===== src/pkg/qadc_pkg.sv =====
`default_nettype none
package qadc_pkg;
  localparam int NCH = 4;
  localparam int WORD_W = 12;
  localparam int BITS_PER_FRAME = 12;
  localparam int SER_MULT = 12;
  localparam int BCLK_MULT = 6;
  localparam int IDX_W = 4;
  localparam int PER_W = 8;
  localparam logic [IDX_W-1:0] IDX_HALF = IDX_W'(BITS_PER_FRAME / 2);
  localparam logic [IDX_W-1:0] IDX_LAST = IDX_W'(BITS_PER_FRAME - 1);

  // register port
  localparam int ADDR_W = 4;
  localparam int DATA_W = 16;
  localparam logic [ADDR_W-1:0] OFS_CTRL = 4'h0;
  localparam logic [ADDR_W-1:0] OFS_CHAN_PD = 4'h1;
  localparam logic [ADDR_W-1:0] OFS_CUSTOM = 4'h2;
  localparam logic [ADDR_W-1:0] OFS_STATUS = 4'h3;
  localparam int CTRL_MSB_FIRST = 0;
  localparam int CTRL_DESKEW = 1;
  localparam int CTRL_SYNC = 2;
  localparam int CTRL_CUSTOM = 3;
  localparam int CTRL_MON_DIS = 4;
  localparam int CTRL_EXT_REF = 5;
  localparam int CTRL_DRV_LSB = 6;
  localparam int STAT_LOCKED = 0;
  localparam int STAT_STOPPED = 1;
  localparam int STAT_PDN = 2;
  localparam int STAT_RATE_OK = 3;
  localparam logic [DATA_W-1:0] CTRL_RST = 16'h0000;

  // latency: whole sample periods before the half-period hand-over
  localparam int LAT_WHOLE = 6;
  localparam int PIPE_STAGES = LAT_WHOLE + 1;

  // timing
  localparam int CLK_PERIOD_PS = 5000;
  localparam int MON_MIN_FREQ_KHZ = 3000;
  localparam int MON_LIMIT_CYC = (1000000000 / MON_MIN_FREQ_KHZ) / CLK_PERIOD_PS;
  localparam int PLL_MIN_RATE_KHZ = 20000;
  localparam int PLL_MAX_PERIOD_CYC = (1000000000 / PLL_MIN_RATE_KHZ) / CLK_PERIOD_PS;

  typedef enum logic [1:0] {
    QADC_DRV_3MA5 = 2'h0,
    QADC_DRV_LOW = 2'h1,
    QADC_DRV_HIGH = 2'h2,
    QADC_DRV_DOUBLE = 2'h3
  } qadc_drive_t;

  typedef struct packed {
    logic msb_first;
    logic deskew;
    logic sync;
    logic custom;
    logic mon_dis;
    logic ext_ref;
    qadc_drive_t drv;
    logic [NCH-1:0] chan_pd;
    logic [WORD_W-1:0] custom_pat;
  } qadc_ctrl_t;

  function automatic logic [IDX_W-1:0] qadc_bit_sel(input logic [IDX_W-1:0] idx,
                                                    input logic msb_first);
    return msb_first ? (IDX_W'(WORD_W - 1) - idx) : idx;
  endfunction : qadc_bit_sel
endpackage : qadc_pkg
`default_nettype wire


===== src/design/qadc_lane_bit.sv =====
`timescale 1ns/1ps
`default_nettype none
module qadc_lane_bit (
  input wire logic [qadc_pkg::WORD_W-1:0] word,
  input wire logic [qadc_pkg::IDX_W-1:0] idx,
  input wire logic msb_first,
  input wire logic deskew,
  input wire logic sync,
  input wire logic custom_en,
  input wire logic [qadc_pkg::WORD_W-1:0] custom_pat,
  output logic bit_out
);
  import qadc_pkg::*;

  always_comb begin
    if (deskew) begin
      bit_out = idx[0];
    end else if (sync) begin
      bit_out = (idx >= IDX_HALF);
    end else if (custom_en) begin
      bit_out = custom_pat[qadc_bit_sel(idx, msb_first)];
    end else begin
      bit_out = word[qadc_bit_sel(idx, msb_first)];
    end
  end
endmodule : qadc_lane_bit
`default_nettype wire


===== src/design/qadc_clk_mon.sv =====
`timescale 1ns/1ps
`default_nettype none
module qadc_clk_mon #(
  parameter int LIMIT = qadc_pkg::MON_LIMIT_CYC
) (
  input wire logic mclk,
  input wire logic resetn,
  input wire logic ce,
  input wire logic clk_edge,
  output logic stopped
);
  import qadc_pkg::*;

  typedef struct packed {
    logic [PER_W-1:0] cnt;
    logic stopped;
  } qadc_mon_state_t;

  qadc_mon_state_t r;
  qadc_mon_state_t nx;

  always_comb begin
    nx = r;
    if (ce) begin
      if (clk_edge) begin
        nx.cnt = '0;
      end else if (r.cnt != PER_W'(LIMIT)) begin
        nx.cnt = r.cnt + PER_W'(1);
      end
      // no edge for a slow period
      nx.stopped = !clk_edge && (nx.cnt >= PER_W'(LIMIT));
    end
  end

  always_ff @(posedge mclk or negedge resetn) begin
    if (!resetn) begin
      r <= '0;
    end else begin
      r <= nx;
    end
  end

  assign stopped = r.stopped;
endmodule : qadc_clk_mon
`default_nettype wire


===== src/design/qadc_top.sv =====
`timescale 1ns/1ps
`default_nettype none
module qadc_top (
  input wire logic mclk,
  input wire logic resetn,
  input wire logic ce,
  input wire logic sample_clock_in,
  input wire logic power_down_request,
  input wire logic [qadc_pkg::NCH-1:0][qadc_pkg::WORD_W-1:0] conv_data,
  input wire logic [qadc_pkg::ADDR_W-1:0] reg_addr,
  input wire logic [qadc_pkg::DATA_W-1:0] reg_wdata,
  input wire logic reg_wr,
  input wire logic reg_rd,
  output logic [qadc_pkg::DATA_W-1:0] reg_rdata,
  output logic [qadc_pkg::NCH-1:0] serial_data_lane,
  output logic bit_clock_out,
  output logic frame_clock_out,
  output logic [qadc_pkg::NCH-1:0] chan_sample_pulse,
  output logic ref_power_down,
  output logic clock_power_down,
  output logic [qadc_pkg::NCH-1:0] chan_power_down,
  output logic ref_driver_hiz,
  output logic [1:0] drive_current_sel
);
  import qadc_pkg::*;

  typedef struct packed {
    logic s1;
    logic s2;
    logic s_prev;
    logic p1;
    logic p2;
    qadc_ctrl_t ctrl;
    logic [PER_W-1:0] per_cnt;
    logic [PER_W-1:0] period;
    logic [PER_W:0] acc;
    logic [IDX_W-1:0] idx;
    logic [IDX_W-1:0] out_idx;
    logic seen;
    logic running;
    logic act;
    logic [PIPE_STAGES-1:0][NCH-1:0][WORD_W-1:0] pipe;
    logic [NCH-1:0][WORD_W-1:0] hold;
    logic [NCH-1:0][WORD_W-1:0] frame;
    logic [NCH-1:0] lane;
    logic [NCH-1:0] ch_pd;
    logic [NCH-1:0] ch_smp;
    logic bclk;
    logic fclk;
    logic ref_pd;
    logic clk_pd;
    logic ref_hiz;
    logic [1:0] drv;
    logic [DATA_W-1:0] rdata;
  } qadc_top_state_t;

  qadc_top_state_t r;
  qadc_top_state_t nx;
  logic rise;
  logic fall;
  logic pdn;
  logic mon_stopped;
  logic [NCH-1:0] lane_bits;

  // edges seen only on the second synchroniser stage
  assign rise = r.s2 && !r.s_prev;
  assign fall = !r.s2 && r.s_prev;
  assign pdn = r.p2 || (mon_stopped && !r.ctrl.mon_dis);

  qadc_clk_mon #(
    .LIMIT(MON_LIMIT_CYC)
  ) u_mon (
    .mclk(mclk),
    .resetn(resetn),
    .ce(ce),
    .clk_edge(rise),
    .stopped(mon_stopped)
  );

  // one shared index and control for all lanes
  for (genvar c = 0; c < NCH; c++) begin : g_lane
    qadc_lane_bit u_lane (
      .word(r.frame[c]),
      .idx(r.idx),
      .msb_first(r.ctrl.msb_first),
      .deskew(r.ctrl.deskew),
      .sync(r.ctrl.sync),
      .custom_en(r.ctrl.custom),
      .custom_pat(r.ctrl.custom_pat),
      .bit_out(lane_bits[c])
    );
  end

  always_comb begin
    logic [PER_W:0] acc_sum;
    logic [DATA_W-1:0] rd;
    acc_sum = '0;
    rd = '0;
    nx = r;
    if (ce) begin
      nx.s1 = sample_clock_in;
      nx.s2 = r.s1;
      nx.s_prev = r.s2;
      nx.p1 = power_down_request;
      nx.p2 = r.p1;

      if (reg_wr) begin
        case (reg_addr)
          OFS_CTRL: begin
            nx.ctrl.msb_first = reg_wdata[CTRL_MSB_FIRST];
            nx.ctrl.deskew = reg_wdata[CTRL_DESKEW];
            nx.ctrl.sync = reg_wdata[CTRL_SYNC];
            nx.ctrl.custom = reg_wdata[CTRL_CUSTOM];
            nx.ctrl.mon_dis = reg_wdata[CTRL_MON_DIS];
            nx.ctrl.ext_ref = reg_wdata[CTRL_EXT_REF];
            nx.ctrl.drv = qadc_drive_t'(reg_wdata[CTRL_DRV_LSB +: 2]);
          end
          OFS_CHAN_PD: nx.ctrl.chan_pd = reg_wdata[NCH-1:0];
          OFS_CUSTOM: nx.ctrl.custom_pat = reg_wdata[WORD_W-1:0];
          default: ;
        endcase
      end

      case (reg_addr)
        OFS_CTRL: begin
          rd[CTRL_MSB_FIRST] = r.ctrl.msb_first;
          rd[CTRL_DESKEW] = r.ctrl.deskew;
          rd[CTRL_SYNC] = r.ctrl.sync;
          rd[CTRL_CUSTOM] = r.ctrl.custom;
          rd[CTRL_MON_DIS] = r.ctrl.mon_dis;
          rd[CTRL_EXT_REF] = r.ctrl.ext_ref;
          rd[CTRL_DRV_LSB +: 2] = r.ctrl.drv;
        end
        OFS_CHAN_PD: rd[NCH-1:0] = r.ctrl.chan_pd;
        OFS_CUSTOM: rd[WORD_W-1:0] = r.ctrl.custom_pat;
        OFS_STATUS: begin
          rd[STAT_LOCKED] = r.running;
          rd[STAT_STOPPED] = mon_stopped;
          rd[STAT_PDN] = r.clk_pd;
          // only reported: below this rate the multiplier would not lock
          rd[STAT_RATE_OK] = r.seen && (r.period <= PER_W'(PLL_MAX_PERIOD_CYC));
        end
        default: rd = '0;
      endcase
      nx.rdata = reg_rd ? rd : '0;

      if (rise) begin
        // measured period drives the 12x bit timing
        nx.period = r.per_cnt;
        nx.per_cnt = PER_W'(1);
        nx.seen = 1'b1;
        nx.running = r.seen;
        // every frame restarts on the sample edge
        nx.idx = '0;
        nx.acc = '0;
        nx.frame = r.hold;
        // whole periods of latency; codes pass unchanged
        nx.pipe[0] = conv_data;
        for (int i = 1; i < PIPE_STAGES; i++) begin
          nx.pipe[i] = r.pipe[i-1];
        end
      end else begin
        if (r.per_cnt != '1) begin
          nx.per_cnt = r.per_cnt + PER_W'(1);
        end
        // twelve bit slots per measured period
        if (r.running && (r.idx != IDX_LAST)) begin
          acc_sum = r.acc + (PER_W+1)'(SER_MULT);
          if (acc_sum >= {1'b0, r.period}) begin
            nx.acc = acc_sum - {1'b0, r.period};
            nx.idx = r.idx + IDX_W'(1);
          end else begin
            nx.acc = acc_sum;
          end
        end
      end
      // the last half period ends on the falling edge
      if (fall) begin
        nx.hold = r.pipe[PIPE_STAGES-1];
      end
      if (pdn) begin
        nx.running = 1'b0;
        nx.seen = 1'b0;
      end

      // lanes registered one cycle after the index
      nx.act = r.running;
      nx.out_idx = r.idx;
      nx.lane = r.running ? lane_bits : '0;
      // one bit clock period per two bits, both edges used
      nx.bclk = r.running && !r.idx[0];
      // high for six slots, low for six, any input duty
      nx.fclk = r.running && (r.idx < IDX_HALF);
      // one flop edge samples every powered-up channel
      nx.ch_smp = (rise && !pdn) ? ~r.ctrl.chan_pd : '0;
      nx.ref_pd = pdn;
      nx.clk_pd = pdn;
      nx.ch_pd = {NCH{pdn}} | r.ctrl.chan_pd;
      nx.ref_hiz = r.ctrl.ext_ref;
      nx.drv = r.ctrl.drv;
    end
  end

  // reset clears all configuration to zero
  always_ff @(posedge mclk or negedge resetn) begin
    if (!resetn) begin
      r <= '0;
    end else begin
      r <= nx;
    end
  end

  assign reg_rdata = r.rdata;
  assign serial_data_lane = r.lane;
  assign bit_clock_out = r.bclk;
  assign frame_clock_out = r.fclk;
  assign chan_sample_pulse = r.ch_smp;
  assign ref_power_down = r.ref_pd;
  assign clock_power_down = r.clk_pd;
  assign chan_power_down = r.ch_pd;
  assign ref_driver_hiz = r.ref_hiz;
  assign drive_current_sel = r.drv;
endmodule : qadc_top
`default_nettype wire


===== config.mk =====
export PLATFORM = sky130hd
export DESIGN_NAME = qadc_top
export DESIGN_NICKNAME = d
export VERILOG_FILES = /design/src/pkg/qadc_pkg.sv /design/src/design/qadc_lane_bit.sv /design/src/design/qadc_clk_mon.sv /design/src/design/qadc_top.sv
export SDC_FILE = /design/constraint.sdc
export NUM_CORES = 1
export LEC_CHECK = 0
export BUFFER_PORTS_ARGS = -buffer_cell sky130_fd_sc_hd__buf_2
export CORE_MARGIN = 8
export CORE_UTILIZATION = 25
export DETAILED_ROUTE_END_ITERATION = 8
export PLACE_DENSITY = 0.39
export SLEW_MARGIN = 10
export SYNTH_ARGS = -nofsm -noshare
export SYNTH_HDL_FRONTEND = slang
export SYNTH_SLANG_ARGS = --single-unit

===== constraint.sdc =====
create_clock -name mclk -period 3.4 [get_ports mclk]
set_input_delay 0.85 -clock mclk [delete_from_list [all_inputs] [get_ports mclk]]
set_output_delay 0.85 -clock mclk [all_outputs]
set_load 0.01 [all_outputs]

==> qor.txt, run 1 <==
Post-Syn Instances -> 2340
Worst-Margin Slew -> 1.09 ns
DRT antenna net count -> 0
HPWL after detailed placement -> 32300 µm
Core box area -> 88500 µm²
Via density -> 4.23
CTS Sinks -> 531
FF+latch count, synth -> 531
WHS -> 0.246 ns
Post-Syn Area -> 22400 µm²
Routed wire length -> 50900 µm
CTS resizes -> 0
Total track usage -> 0.104
Max Slew Vio Count -> 0
Final net count -> 2494
Grt total ovfl -> 0
Fmax -> 0.341 GHz
VDD IR max -> 0.000337 V
Top FF cell, synth -> dfrtp_1
Ys async rst share -> 1.00
Vias in the first global route -> 16041
Drt pass-1 iters -> 5
CTS Hold Bufs -> 0
Final hold vios -> 0
Hold Path Class -> input port to asynchronous set/reset pin
TritonCTS clock tree -> yes
CP Max Fanout -> 16
Site row count -> 109
CP Data Required Time -> 3.89 ns
Yosys top cell area share -> 0.594
First-pass GRT wire length -> 86600 µm
Max clock buf depth -> 3
FILL cells -> 9391
Post-route clock period utilization -> 0.862
Setup bufs post-CTS -> 0
Die area -> 99300 µm²
Pwr per Cell Area -> 832 nW/µm²
TNS Setup -> 0 ns
DR vias -> 15304
Clk_lat worst skew -> 0.60 ns
Worst r2r src -> r[480]$_DFFE_PN0P_
Largest net degree at the start of global routing -> 165
Final setup fails -> 0
Synth top area cells -> dfrtp_1 59%, nand2_1 20%, mux2_2 4.3%
Worst setup SP type -> register
Avg Synthesized Cell Area -> 9.56 µm²
TritonCTS buffer count -> 67
Die height -> 315 µm
Routed len/inst -> 14.1 µm
RSZ-0062 raised after global routing -> no
Crit Path Category -> register to register
Worst-path clk slew -> 0.06 ns
Minimum clock period -> 2.93 ns
Post-synth top area cell -> dfrtp_1
IO buf count -> 101
Leak pwr -> 13.6 nW
Clock skew -> 0.0295 ns
Die W -> 315 µm
CTS Root Cell -> clkbuf_16
N_diodes -> 0
Endpoint type of the worst setup path -> register
Final Wtd Congestion -> 0.719
CTS H-tree lvls -> 3
FF/Latch Area -> 13300 µm²
Area Growth Syn to Fin -> 17.4%
Yosys cell types -> 69
Antenna violations before repair -> 0
Starting Density -> 0.253
WP data arrival -> 3.42 ns
Max-Cap Viols -> 0
Sequential-to-total area share from yosys stat -> 0.594
Relative slew slack -> 0.262
Outcome -> complete, no violations
Area of the multi-input gates -> 8170 µm²
Layout cell share with drive strength beyond 1 -> 0.147
Synth warn -> 0
IO Count -> 110
Drt drc -> 0
CP startpoint -> r[480]$_DFFE_PN0P_
EDFF count, synth -> 0
Iteration-0 DRC Markers -> 876
## worst max-delay path, cell delays in order, from the launching register on
cell	delay (ns)
dfrtp_1	0.36
inv_1	0.10
ha_1	0.28
nor2_1	0.15
xor2_1	0.23
ha_1	0.31
nand4_1	0.11
o21bai_1	0.09
or3b_4	0.42
a21oi_4	0.37
a2111oi_0	0.13
a221o_1	0.29
## cells in the final DEF (no fill, tap or decap), drive strengths merged, types with 5 or more instances in the layout
| master | n |
|---|---|
| o2bb2ai | 11 |
| nand2 | 1221 |
| nor3 | 5 |
| a21oi | 22 |
| dfrtp | 531 |
| a31oi | 5 |
| ha | 16 |
| o31ai | 8 |
| buf | 142 |
| mux4 | 27 |
| mux2 | 85 |
| nor2 | 30 |
| nor2b | 7 |
| o22ai | 6 |
| nand4 | 8 |
| a21o | 7 |
| nand3 | 11 |
| o21ai | 48 |
| mux2i | 13 |
| o211ai | 9 |
| nand2b | 7 |
| clkinv | 15 |
| clkbuf | 98 |
| inv | 41 |
## report_power, final
part	switching (mW)	internal, mW
logic	2.58	2.03
registers	1.55	8.73
clock network	2.76	4.19
## path summary, 6_finish.rpt
check / end / slack, ns / depth (start not counted)
setup / recovery: r[481]$_DFFE_PN0P_ / 0.47 / 11
hold / removal: r[503]$_DFFE_PN0P_ / 0.25 / 1
setup reg to reg: r[481]$_DFFE_PN0P_ / 0.47 / 11
hold reg to reg: r[310]$_DFFE_PN0P_ / 0.46 / 2
max in group asynchronous: r[307]$_DFFE_PN0P_ / 2.24 / 2
min in group mclk: r[160]$_DFFE_PN0P_ / 0.43 / 3
## sequential cells by signal, indices dropped and copies added (netlist names)
name and count:
reg_rdata 12, serial_data_lane 4, u_mon.stopped 1, bit_clock_out 1, r 492, clock_power_down 1
frame_clock_out 1, u_mon.r 8, ref_driver_hiz 1, drive_current_sel 2, chan_sample_pulse 4, chan_power_down 4
## cell type report
class / count / share of cell area
clock inverters: 18 / 0.00843
repair buffers: 142 / 0.0380
inverters: 40 / 0.00572
well taps: 1165 / 0.0555
clock buffers: 98 / 0.0748
flip-flops and latches: 531 / 0.506
multi-input cells: 1620 / 0.311
## routing by layer
layer / share of wire / GRT usage / vias up
li1: - / - / 7633
met3: 0.044 / 0.0236 / 89
met1: 0.51 / 0.148 / 7328
met4: 0.025 / 0.0322 / 0
met5: 0 / 0 / -
met2: 0.43 / 0.156 / 254
## cell usage after synthesis (5+ instances only)
| cell | count |
|---|---|
| clkbuf_1 | 80 |
| mux2_2 | 85 |
| nand3_1 | 10 |
| a31oi_1 | 5 |
| a21oi_1 | 21 |
| mux2i_1 | 13 |
| buf_4 | 34 |
| inv_1 | 38 |
| nor2b_1 | 7 |
| mux4_2 | 21 |
| mux4_1 | 6 |
| dfrtp_1 | 531 |
| buf_1 | 5 |
| nand2_1 | 1221 |
| buf_2 | 28 |
| o211ai_1 | 9 |
| o21ai_1 | 6 |
| o21ai_0 | 42 |
| o22ai_1 | 6 |
| a21o_1 | 7 |
| nor2_1 | 30 |
| o2bb2ai_1 | 11 |
| o31ai_1 | 8 |
| nand2b_1 | 7 |
| ha_1 | 16 |
| nand4_1 | 8 |
## per-stage QoR
stage | utilization | worst slack (ns) | total power, mW | instances | instance area, µm²
after floorplan | - | 0.878 | 13.6 | 2343 | 22400
after global placement | 0.272 | 0.467 | 14.9 | 3498 | 24100
after detailed placement | 0.272 | 0.467 | 15.0 | 3498 | 24100
after CTS | 0.297 | 0.479 | 22.3 | 3614 | 26300
after global routing | 0.297 | 0.238 | 23.5 | 3614 | 26300
final | 0.297 | 0.469 | 21.8 | 3614 | 26300
## kinds of logic after synthesis
logic type / synth area share
AO/OA/AOI/OAI: 0.0476
XOR/XNOR: 0.00313
adder cells (fa/ha/maj): 0.00985
multiplexers: 0.0768
AND/OR/NAND/NOR: 0.227
other: 0.000168
flip-flops: 0.594
buffers and inverters: 0.0414
No activity file was read; power rests on OpenSTA's default activity.
==> run 2, diff against run 1 <==
clock period = 2.8 ns   (was 3.4 ns; I/O delays follow)
==> run 2 against run 1 <==
Against the previous run: final cell count grew 0.75%; power is 23% higher; combinational power grew 35%; global-route usage up 0.080 points; die area unchanged; sequential power rose by 20%; critical path depth is 1 higher; largest cell class unchanged; highest routed layer unchanged.
==> qor.txt, run 2 (synthesized netlist as in run 1, its figures left out) <==
Relative slew slack -> 0.572 (+0.310)
Minimum clock period -> 2.69 ns (-0.240 ns)
Final Wtd Congestion -> 0.714 (-0.65%)
Grt total ovfl -> 0 (unchanged)
Total track usage -> 0.105 (+0.000796)
Endpoint type of the worst setup path -> register
Final setup fails -> 0 (unchanged)
Design Area, Final -> 26600 µm² (+1.1%)
CTS Hold Bufs -> 0 (unchanged)
Final WS setup -> 0.109 ns (-0.360 ns)
Core box area -> 88500 µm² (unchanged)
DRT antenna net count -> 0 (unchanged)
IO buf count -> 101 (unchanged)
Via density -> 4.19 (-1.1%)
CTS Sinks -> 531 (unchanged)
Max reg flops -> 492 (unchanged)
First-pass GRT wire length -> 87200 µm (+0.62%)
Post-route clock period utilization -> 0.961 (+0.0989)
Pwr per Cell Area -> 1010 nW/µm² (+22%)
CP Data Required Time -> 3.26 ns (-0.63 ns)
Final net count -> 2519 (+1.0%)
Met3 usage -> 0.0229 (-0.000786)
R2R depth -> 12 (+1)
Drt drc -> 0 (unchanged)
Clk_lat worst skew -> 0.60 ns (about the same)
IO Count -> 110 (unchanged)
Vias in the first global route -> 16132 (+0.57%)
Antenna violations before repair -> 1 (+1)
Routed wire length -> 51200 µm (+0.54%)
Total power -> 26.9 mW (+23%)
Layout cell share with drive strength beyond 1 -> 0.157 (+0.00970)
N_diodes -> 0 (unchanged)
Outcome -> complete, no violations
Most frequent cells in the layout -> 1220 x nand2_1, 529 x dfrtp_1, 100 x buf_2
Gr busiest metal -> met2
TritonCTS clock tree -> yes
Site row count -> 109 (unchanged)
Placed insts -> 3522 (+0.69%)
Area Growth Syn to Fin -> 18.8%
Leak pwr -> 13.7 nW (+0.96%)
Most common cell after layout, fill and taps aside -> nand2_1
Post-Layout Cell Count -> 3641 (+0.75%)
VDD IR max -> 0.000378 V (+12%)
Final hold vios -> 0 (unchanged)
Starting Density -> 0.253 (unchanged)
CTS Root Cell -> clkbuf_16
Worst-path clk slew -> 0.06 ns (about the same)
Drt pass-1 iters -> 6 (+1)
Hold Path Class -> input port to asynchronous set/reset pin
Max Slew Vio Count -> 0 (unchanged)
CP Max Fanout -> 4 (-12)
Grt met2 use -> 0.159 (+0.00322)
Die height -> 315 µm (unchanged)
Die area -> 99300 µm² (unchanged)
Cell Area, Placed -> 24400 µm² (+1.3%)
HPWL after detailed placement -> 33700 µm (+4.3%)
WP data arrival -> 3.15 ns (-0.27 ns)
Crit Path Category -> register to register
Worst-Margin Slew -> 0.641 ns (-0.454 ns)
Clock skew -> 0.0160 ns (-0.0136 ns)
FF/Latch Area -> 13300 µm² (about the same)
FILL cells -> 9300 (-0.97%)
Largest net degree at the start of global routing -> 128 (-22%)
CTS H-tree lvls -> 3 (unchanged)
TritonCTS buffer count -> 66 (-1.5%)
Max clock buf depth -> 3 (unchanged)
Worst setup SP type -> register
Met1 usage -> 0.148 (-0.000754)
DR vias -> 15255 (-0.32%)
Fmax -> 0.372 GHz (+8.9%)
Die W -> 315 µm (unchanged)
Routed len/inst -> 14.1 µm (-0.21%)
Iteration-0 DRC Markers -> 804 (-8.2%)
Final Util -> 0.300 (+0.00338)
Max-Cap Viols -> 0 (unchanged)
Post-Place Worst Slack -> 0.0513 ns (-0.416 ns)
Reg with most FFs -> r
Area of the multi-input gates -> 8200 µm² (+0.32%)
run 2: report_power, final:
| group | switching (mW) | internal, mW |
|---|---|---|
| clock | 3.32 | 4.94 |
| sequential | 1.82 | 10.6 |
| combinational | 3.30 | 2.89 |
run 2: final timing paths:
| path | end | slack (ns) | start |
|---|---|---|---|
| min in group mclk | r[155]$_DFFE_PN0P_ | 0.28 | conv_data[24] |
| max in group asynchronous | r[397]$_DFFE_PN0P_ | 1.82 | resetn |
| min reg2reg | r[41]$_DFFE_PN0P_ | 0.45 | r[89]$_DFFE_PN0P_ |
| max reg2reg | r[482]$_DFFE_PN0P_ | 0.11 | r[481]$_DFFE_PN0P_ |
| min | chan_sample_pulse[1]$_DFFE_PN0P_ | 0.05 | resetn |
| max | r[482]$_DFFE_PN0P_ | 0.11 | r[481]$_DFFE_PN0P_ |
run 2: worst max-delay path, cell delays in order (launching register included):
cell and delay (ns):
dfrtp_1 0.39, inv_1 0.08, ha_2 0.20, nor2_2 0.06, xor2_2 0.18, ha_1 0.35
nand4_1 0.11, o21bai_1 0.09, or3b_4 0.42, a21oi_4 0.22, buf_4 0.17, mux2i_1 0.20
o22ai_1 0.10
run 2: repair_timing:
action                                  in CTS  in global routing
setup buffers                                0                  2
resized for setup                            0                  6
endpoints found under the setup margin       0                 10
hold endpoints to repair                     0                  0
run 2: final cells by class:
class / count / area share
repair buffers: 168 / 0.0497
flip-flops and latches: 531 / 0.500
clock buffers: 99 / 0.0718
inverters: 40 / 0.00565
well taps: 1165 / 0.0549
clock inverters: 18 / 0.00872
multi-input cells: 1620 / 0.309
run 2: metal layers:
metal | wire [µm] | up-vias | part of all wire
met5 | 0 | - | 0
met4 | 1210 | 0 | 0.024
met3 | 1920 | 78 | 0.038
met2 | 22000 | 224 | 0.43
met1 | 26000 | 7261 | 0.51
li1 | - | 7692 | -
run 2: per-stage QoR:
stage                     hold slack [ns]    TNS, ns
after global placement              0.454          0
after detailed placement            0.450          0
after floorplan                     0.404          0
after global routing               0.0676  -0.000602
final                              0.0545          0
after CTS                          0.0558          0
==> run 3, diff against run 2 <==
--- a/config.mk
+++ b/config.mk
@@ -7,2 +7,3 @@
 export LEC_CHECK = 0
+export ABC_AREA = 1
 export BUFFER_PORTS_ARGS = -buffer_cell sky130_fd_sc_hd__buf_2
==> constraint.sdc (replaced) <==
create_clock -name mclk -period 2.8 [get_ports mclk]
set_input_delay 0.28 -clock mclk [delete_from_list [all_inputs] [get_ports mclk]]
set_output_delay 0.28 -clock mclk [all_outputs]
set_load 0.01 [all_outputs]
==> run 3 against run 2 <==
Against the previous run: area after synthesis fell by 2.0%; maximum frequency grew 6.0%; clock-buffer cell count shrank 8; sequential power is 3% lower; register-to-register slack better by 0.15 ns; critical path type unchanged; clock skew up 0.063 ns; die area is 1.9% lower; utilization rose by 0.25 points; clock power decreased by 3.5%.
==> qor.txt, run 3 <==
VDD IR max -> 0.000550 V (+45%)
Worst path cell trace -> inv_1 > ha_1 > xnor2_1 > ha_1 > a21oi_1 > o21ai_0 > nor2_1 > o21ai_1 > nand2_1 > nand2_4 > o21bai_4 > nand2_1 > o21ai_0
FILL cells -> 9247 (-0.57%)
Post-synth top area cell -> dfrtp_1
Layout cell share with drive strength beyond 1 -> 0.0990 (-0.0581)
Final net count -> 2692 (+6.9%)
CTS Root Cell -> clkbuf_16
Max-Cap Viols -> 0 (unchanged)
HPWL after detailed placement -> 31100 µm (-7.5%)
Most common library cells after synthesis -> 1075 x nand2_1, 531 x dfrtp_1, 281 x o21ai_0
WP data arrival -> 3.07 ns (-0.08 ns)
Leak pwr -> 13.0 nW (-5.1%)
Synth top area cells -> dfrtp_1 61%, nand2_1 18%, o21ai_0 6.4%
Die W -> 312 µm (-0.97%)
Clock skew -> 0.0788 ns (+0.0628 ns)
IO Count -> 110 (unchanged)
Grt met2 use -> 0.148 (-0.0118)
TritonCTS buffer count -> 60 (-9.1%)
Site row count -> 108 (-0.92%)
Post-Syn Instances -> 2490 (+6.4%)
Total track usage -> 0.100 (-0.00459)
CTS H-tree lvls -> 2 (-1)
Routed len/inst -> 12.9 µm (-8.2%)
DRT antenna net count -> 0 (unchanged)
Post-Syn Area -> 21900 µm² (-2.0%)
R2r setup slk -> 0.26 ns (+0.15 ns)
Area of the multi-input gates -> 7130 µm² (-13%)
Clk_lat worst skew -> 0.66 ns (+0.06 ns)
Met1 usage -> 0.146 (-0.00123)
Drt pass-1 iters -> 5 (-1)
Final WS setup -> 0.262 ns (+0.152 ns)
Worst-path clk slew -> 0.06 ns (about the same)
Drt drc -> 0 (unchanged)
RSZ-0062 raised after global routing -> no
Max clock buf depth -> 3 (unchanged)
DR vias -> 15457 (+1.3%)
Yosys cell types -> 47 (-32%)
N_diodes -> 0 (unchanged)
Most common cell in the netlist -> nand2_1
First-pass GRT wire length -> 83800 µm (-3.9%)
Ys async rst share -> 1.00 (unchanged)
Crit Path Category -> register to register
Met3 usage -> 0.0197 (-0.00312)
CTS Sinks -> 531 (unchanged)
Worst path slowest cell -> dfrtp_1
Via density -> 4.07 (-2.9%)
Cell Area, Placed -> 23600 µm² (-3.2%)
WHS Path Cells -> 3
Max Slew Vio Count -> 0 (unchanged)
Top FF cell, synth -> dfrtp_1
Worst setup SP type -> register
Most frequent cells in the layout -> 1075 x nand2_1, 531 x dfrtp_1, 280 x o21ai_0
Post-Place Worst Slack -> 0.228 ns (+0.177 ns)
Most common cell after layout, fill and taps aside -> nand2_1
Hold endpoint -> r[523]$_DFFE_PN0P_
Die height -> 312 µm (-0.97%)
Vias in the first global route -> 15883 (-1.5%)
Minimum clock period -> 2.54 ns (-0.152 ns)
Largest net degree at the start of global routing -> 175 (+37%)
Starting Density -> 0.253 (about the same)
TNS Setup -> 0 ns (unchanged)
Crit path largest cell delay -> 0.37 ns (-0.05 ns)
EDFF count, synth -> 0 (unchanged)
Grt total ovfl -> 0 (unchanged)
Outcome -> complete, no violations
Relative slew slack -> 0.510 (-0.0621)
CP Data Required Time -> 3.33 ns (+0.07 ns)
R2R depth -> 13 (+1)
Die area -> 97400 µm² (-1.9%)
Reg with most FFs -> r
IO buf count -> 101 (unchanged)
FF/Latch Area -> 13300 µm² (about the same)
Yosys top cell area share -> 0.607 (+0.0123)
Hold Startpoint -> reg_wdata[3]
Area Growth Syn to Fin -> 19.8%
Worst-Margin Slew -> 0.735 ns (+0.0932 ns)
Iteration-0 DRC Markers -> 961 (+20%)
Final hold vios -> 0 (unchanged)
Post-route clock period utilization -> 0.906 (-0.0544)
Final setup fails -> 0 (unchanged)
Gr busiest metal -> met2
TritonCTS clock tree -> yes
Endpoint type of the worst setup path -> register
Max reg flops -> 492 (unchanged)
Worst r2r src -> r[480]$_DFFE_PN0P_
FF+latch count, synth -> 531 (unchanged)
Total power -> 25.9 mW (-3.8%)
Design Area, Final -> 26200 µm² (-1.2%)
Avg Synthesized Cell Area -> 8.80 µm² (-7.9%)
Pwr per Cell Area -> 985 nW/µm² (-2.7%)
Sequential-to-total area share from yosys stat -> 0.607 (+0.0123)
Final Wtd Congestion -> 0.766 (+7.2%)
Reg-to-reg endpoint -> r[474]$_DFFE_PN0P_
CP Max Fanout -> 14 (+10)
Fmax -> 0.394 GHz (+6.0%)
Antenna violations before repair -> 0 (-1)
Synth warn -> 0 (unchanged)
Setup bufs post-CTS -> 0 (unchanged)
Core box area -> 86800 µm² (-2.0%)
Routed wire length -> 49100 µm (-4.2%)
Hold Path Class -> input port to register
[run 3: cell count changes in the layout (fill, tap and decap cells not counted), moves of 11 or more]
cell and change:
o21ai_0 +238, nand3_1 +75, mux2i_1 -13, inv_1 +161, mux4_2 -21, o2bb2ai_1 -11
nand2_1 -145, buf_4 -27, mux2_2 -81, dlygate4sd3_1 +62
[run 3: timing repair]
item | CTS | global route
endpoints found under the hold margin | 122 | 0
gates resized for setup | 0 | 2
setup endpoints to repair | 0 | 11
hold buffers | 62 | 0
[run 3: stage by stage]
| stage | instances | hold slack, ns | util |
|---|---|---|---|
| 2_1_floorplan | 2493 | -0.0156 | - |
| 3_3_place_gp | 3631 | 0.315 | 0.272 |
| 3_5_place_dp | 3631 | 0.318 | 0.272 |
| 4_1_cts | 3801 | 0.00732 | 0.302 |
| 5_1_grt | 3801 | 0.0352 | 0.302 |
| 6_report | 3801 | 0.0437 | 0.302 |
[run 3: logic make-up (layout without fill, tap and decap cells)]
group           count (synthesis)  count (layout)  synth area share
flops                         531             531             0.607
other cells                     1               4          0.000171
xor+xnor                       15              15           0.00771
simple gates                 1235            1235             0.223
fa+ha+maj                      17              17            0.0101
buf+inv                       354             507            0.0694
compound gates                333             333            0.0809
mux                             4               4           0.00206
[run 3: final cells by class]
class                   instances  area share
repair buffers                195      0.0601
well taps                    1155      0.0551
clock inverters                17      0.0106
flip-flops and latches        531       0.506
clock buffers                  91      0.0666
multi-input cells            1608       0.272
inverters                     204      0.0298
[run 3: critical path: cells and delay by family, from the launching register on]
kind | cells | cell delay [ns]
AND/OR/NAND/NOR | 4 | 0.53
AO/OA/AOI/OAI | 5 | 0.69
adder cells (fa/ha/maj) | 2 | 0.56
buffers and inverters | 1 | 0.09
flip-flops | 1 | 0.37
XOR/XNOR | 1 | 0.21
[run 3: worst max-delay path by stage]
stage / from / end / slack (ns) / depth (start not counted)
detailed placement: r[481]$_DFFE_PN0P_ / r[474]$_DFFE_PN0P_ / 0.23 / 15
floorplan: r[481]$_DFFE_PN0P_ / r[480]$_DFFE_PN0P_ / 0.55 / 16
global placement: r[481]$_DFFE_PN0P_ / r[480]$_DFFE_PN0P_ / 0.19 / 15
finish: r[480]$_DFFE_PN0P_ / r[474]$_DFFE_PN0P_ / 0.26 / 13
CTS: r[481]$_DFFE_PN0P_ / r[474]$_DFFE_PN0P_ / 0.19 / 15
global route: r[480]$_DFFE_PN0P_ / r[474]$_DFFE_PN0P_ / 0.07 / 15
[run 3: where the power goes]
| group | leakage [nW] | internal (mW) | switching [mW] |
|---|---|---|---|
| Sequential | 6.98 | 10.6 | 1.46 |
| Combinational | 5.07 | 2.19 | 3.67 |
| Clock | 0.989 | 4.76 | 3.21 |
| Total | 13.0 | 17.5 | 8.34 |
[run 3: metal layers]
layer | vias up | share of wire
met1 | 7134 | 0.52
met5 | - | 0
met2 | 256 | 0.41
met3 | 90 | 0.040
li1 | 7977 | -
met4 | 0 | 0.029
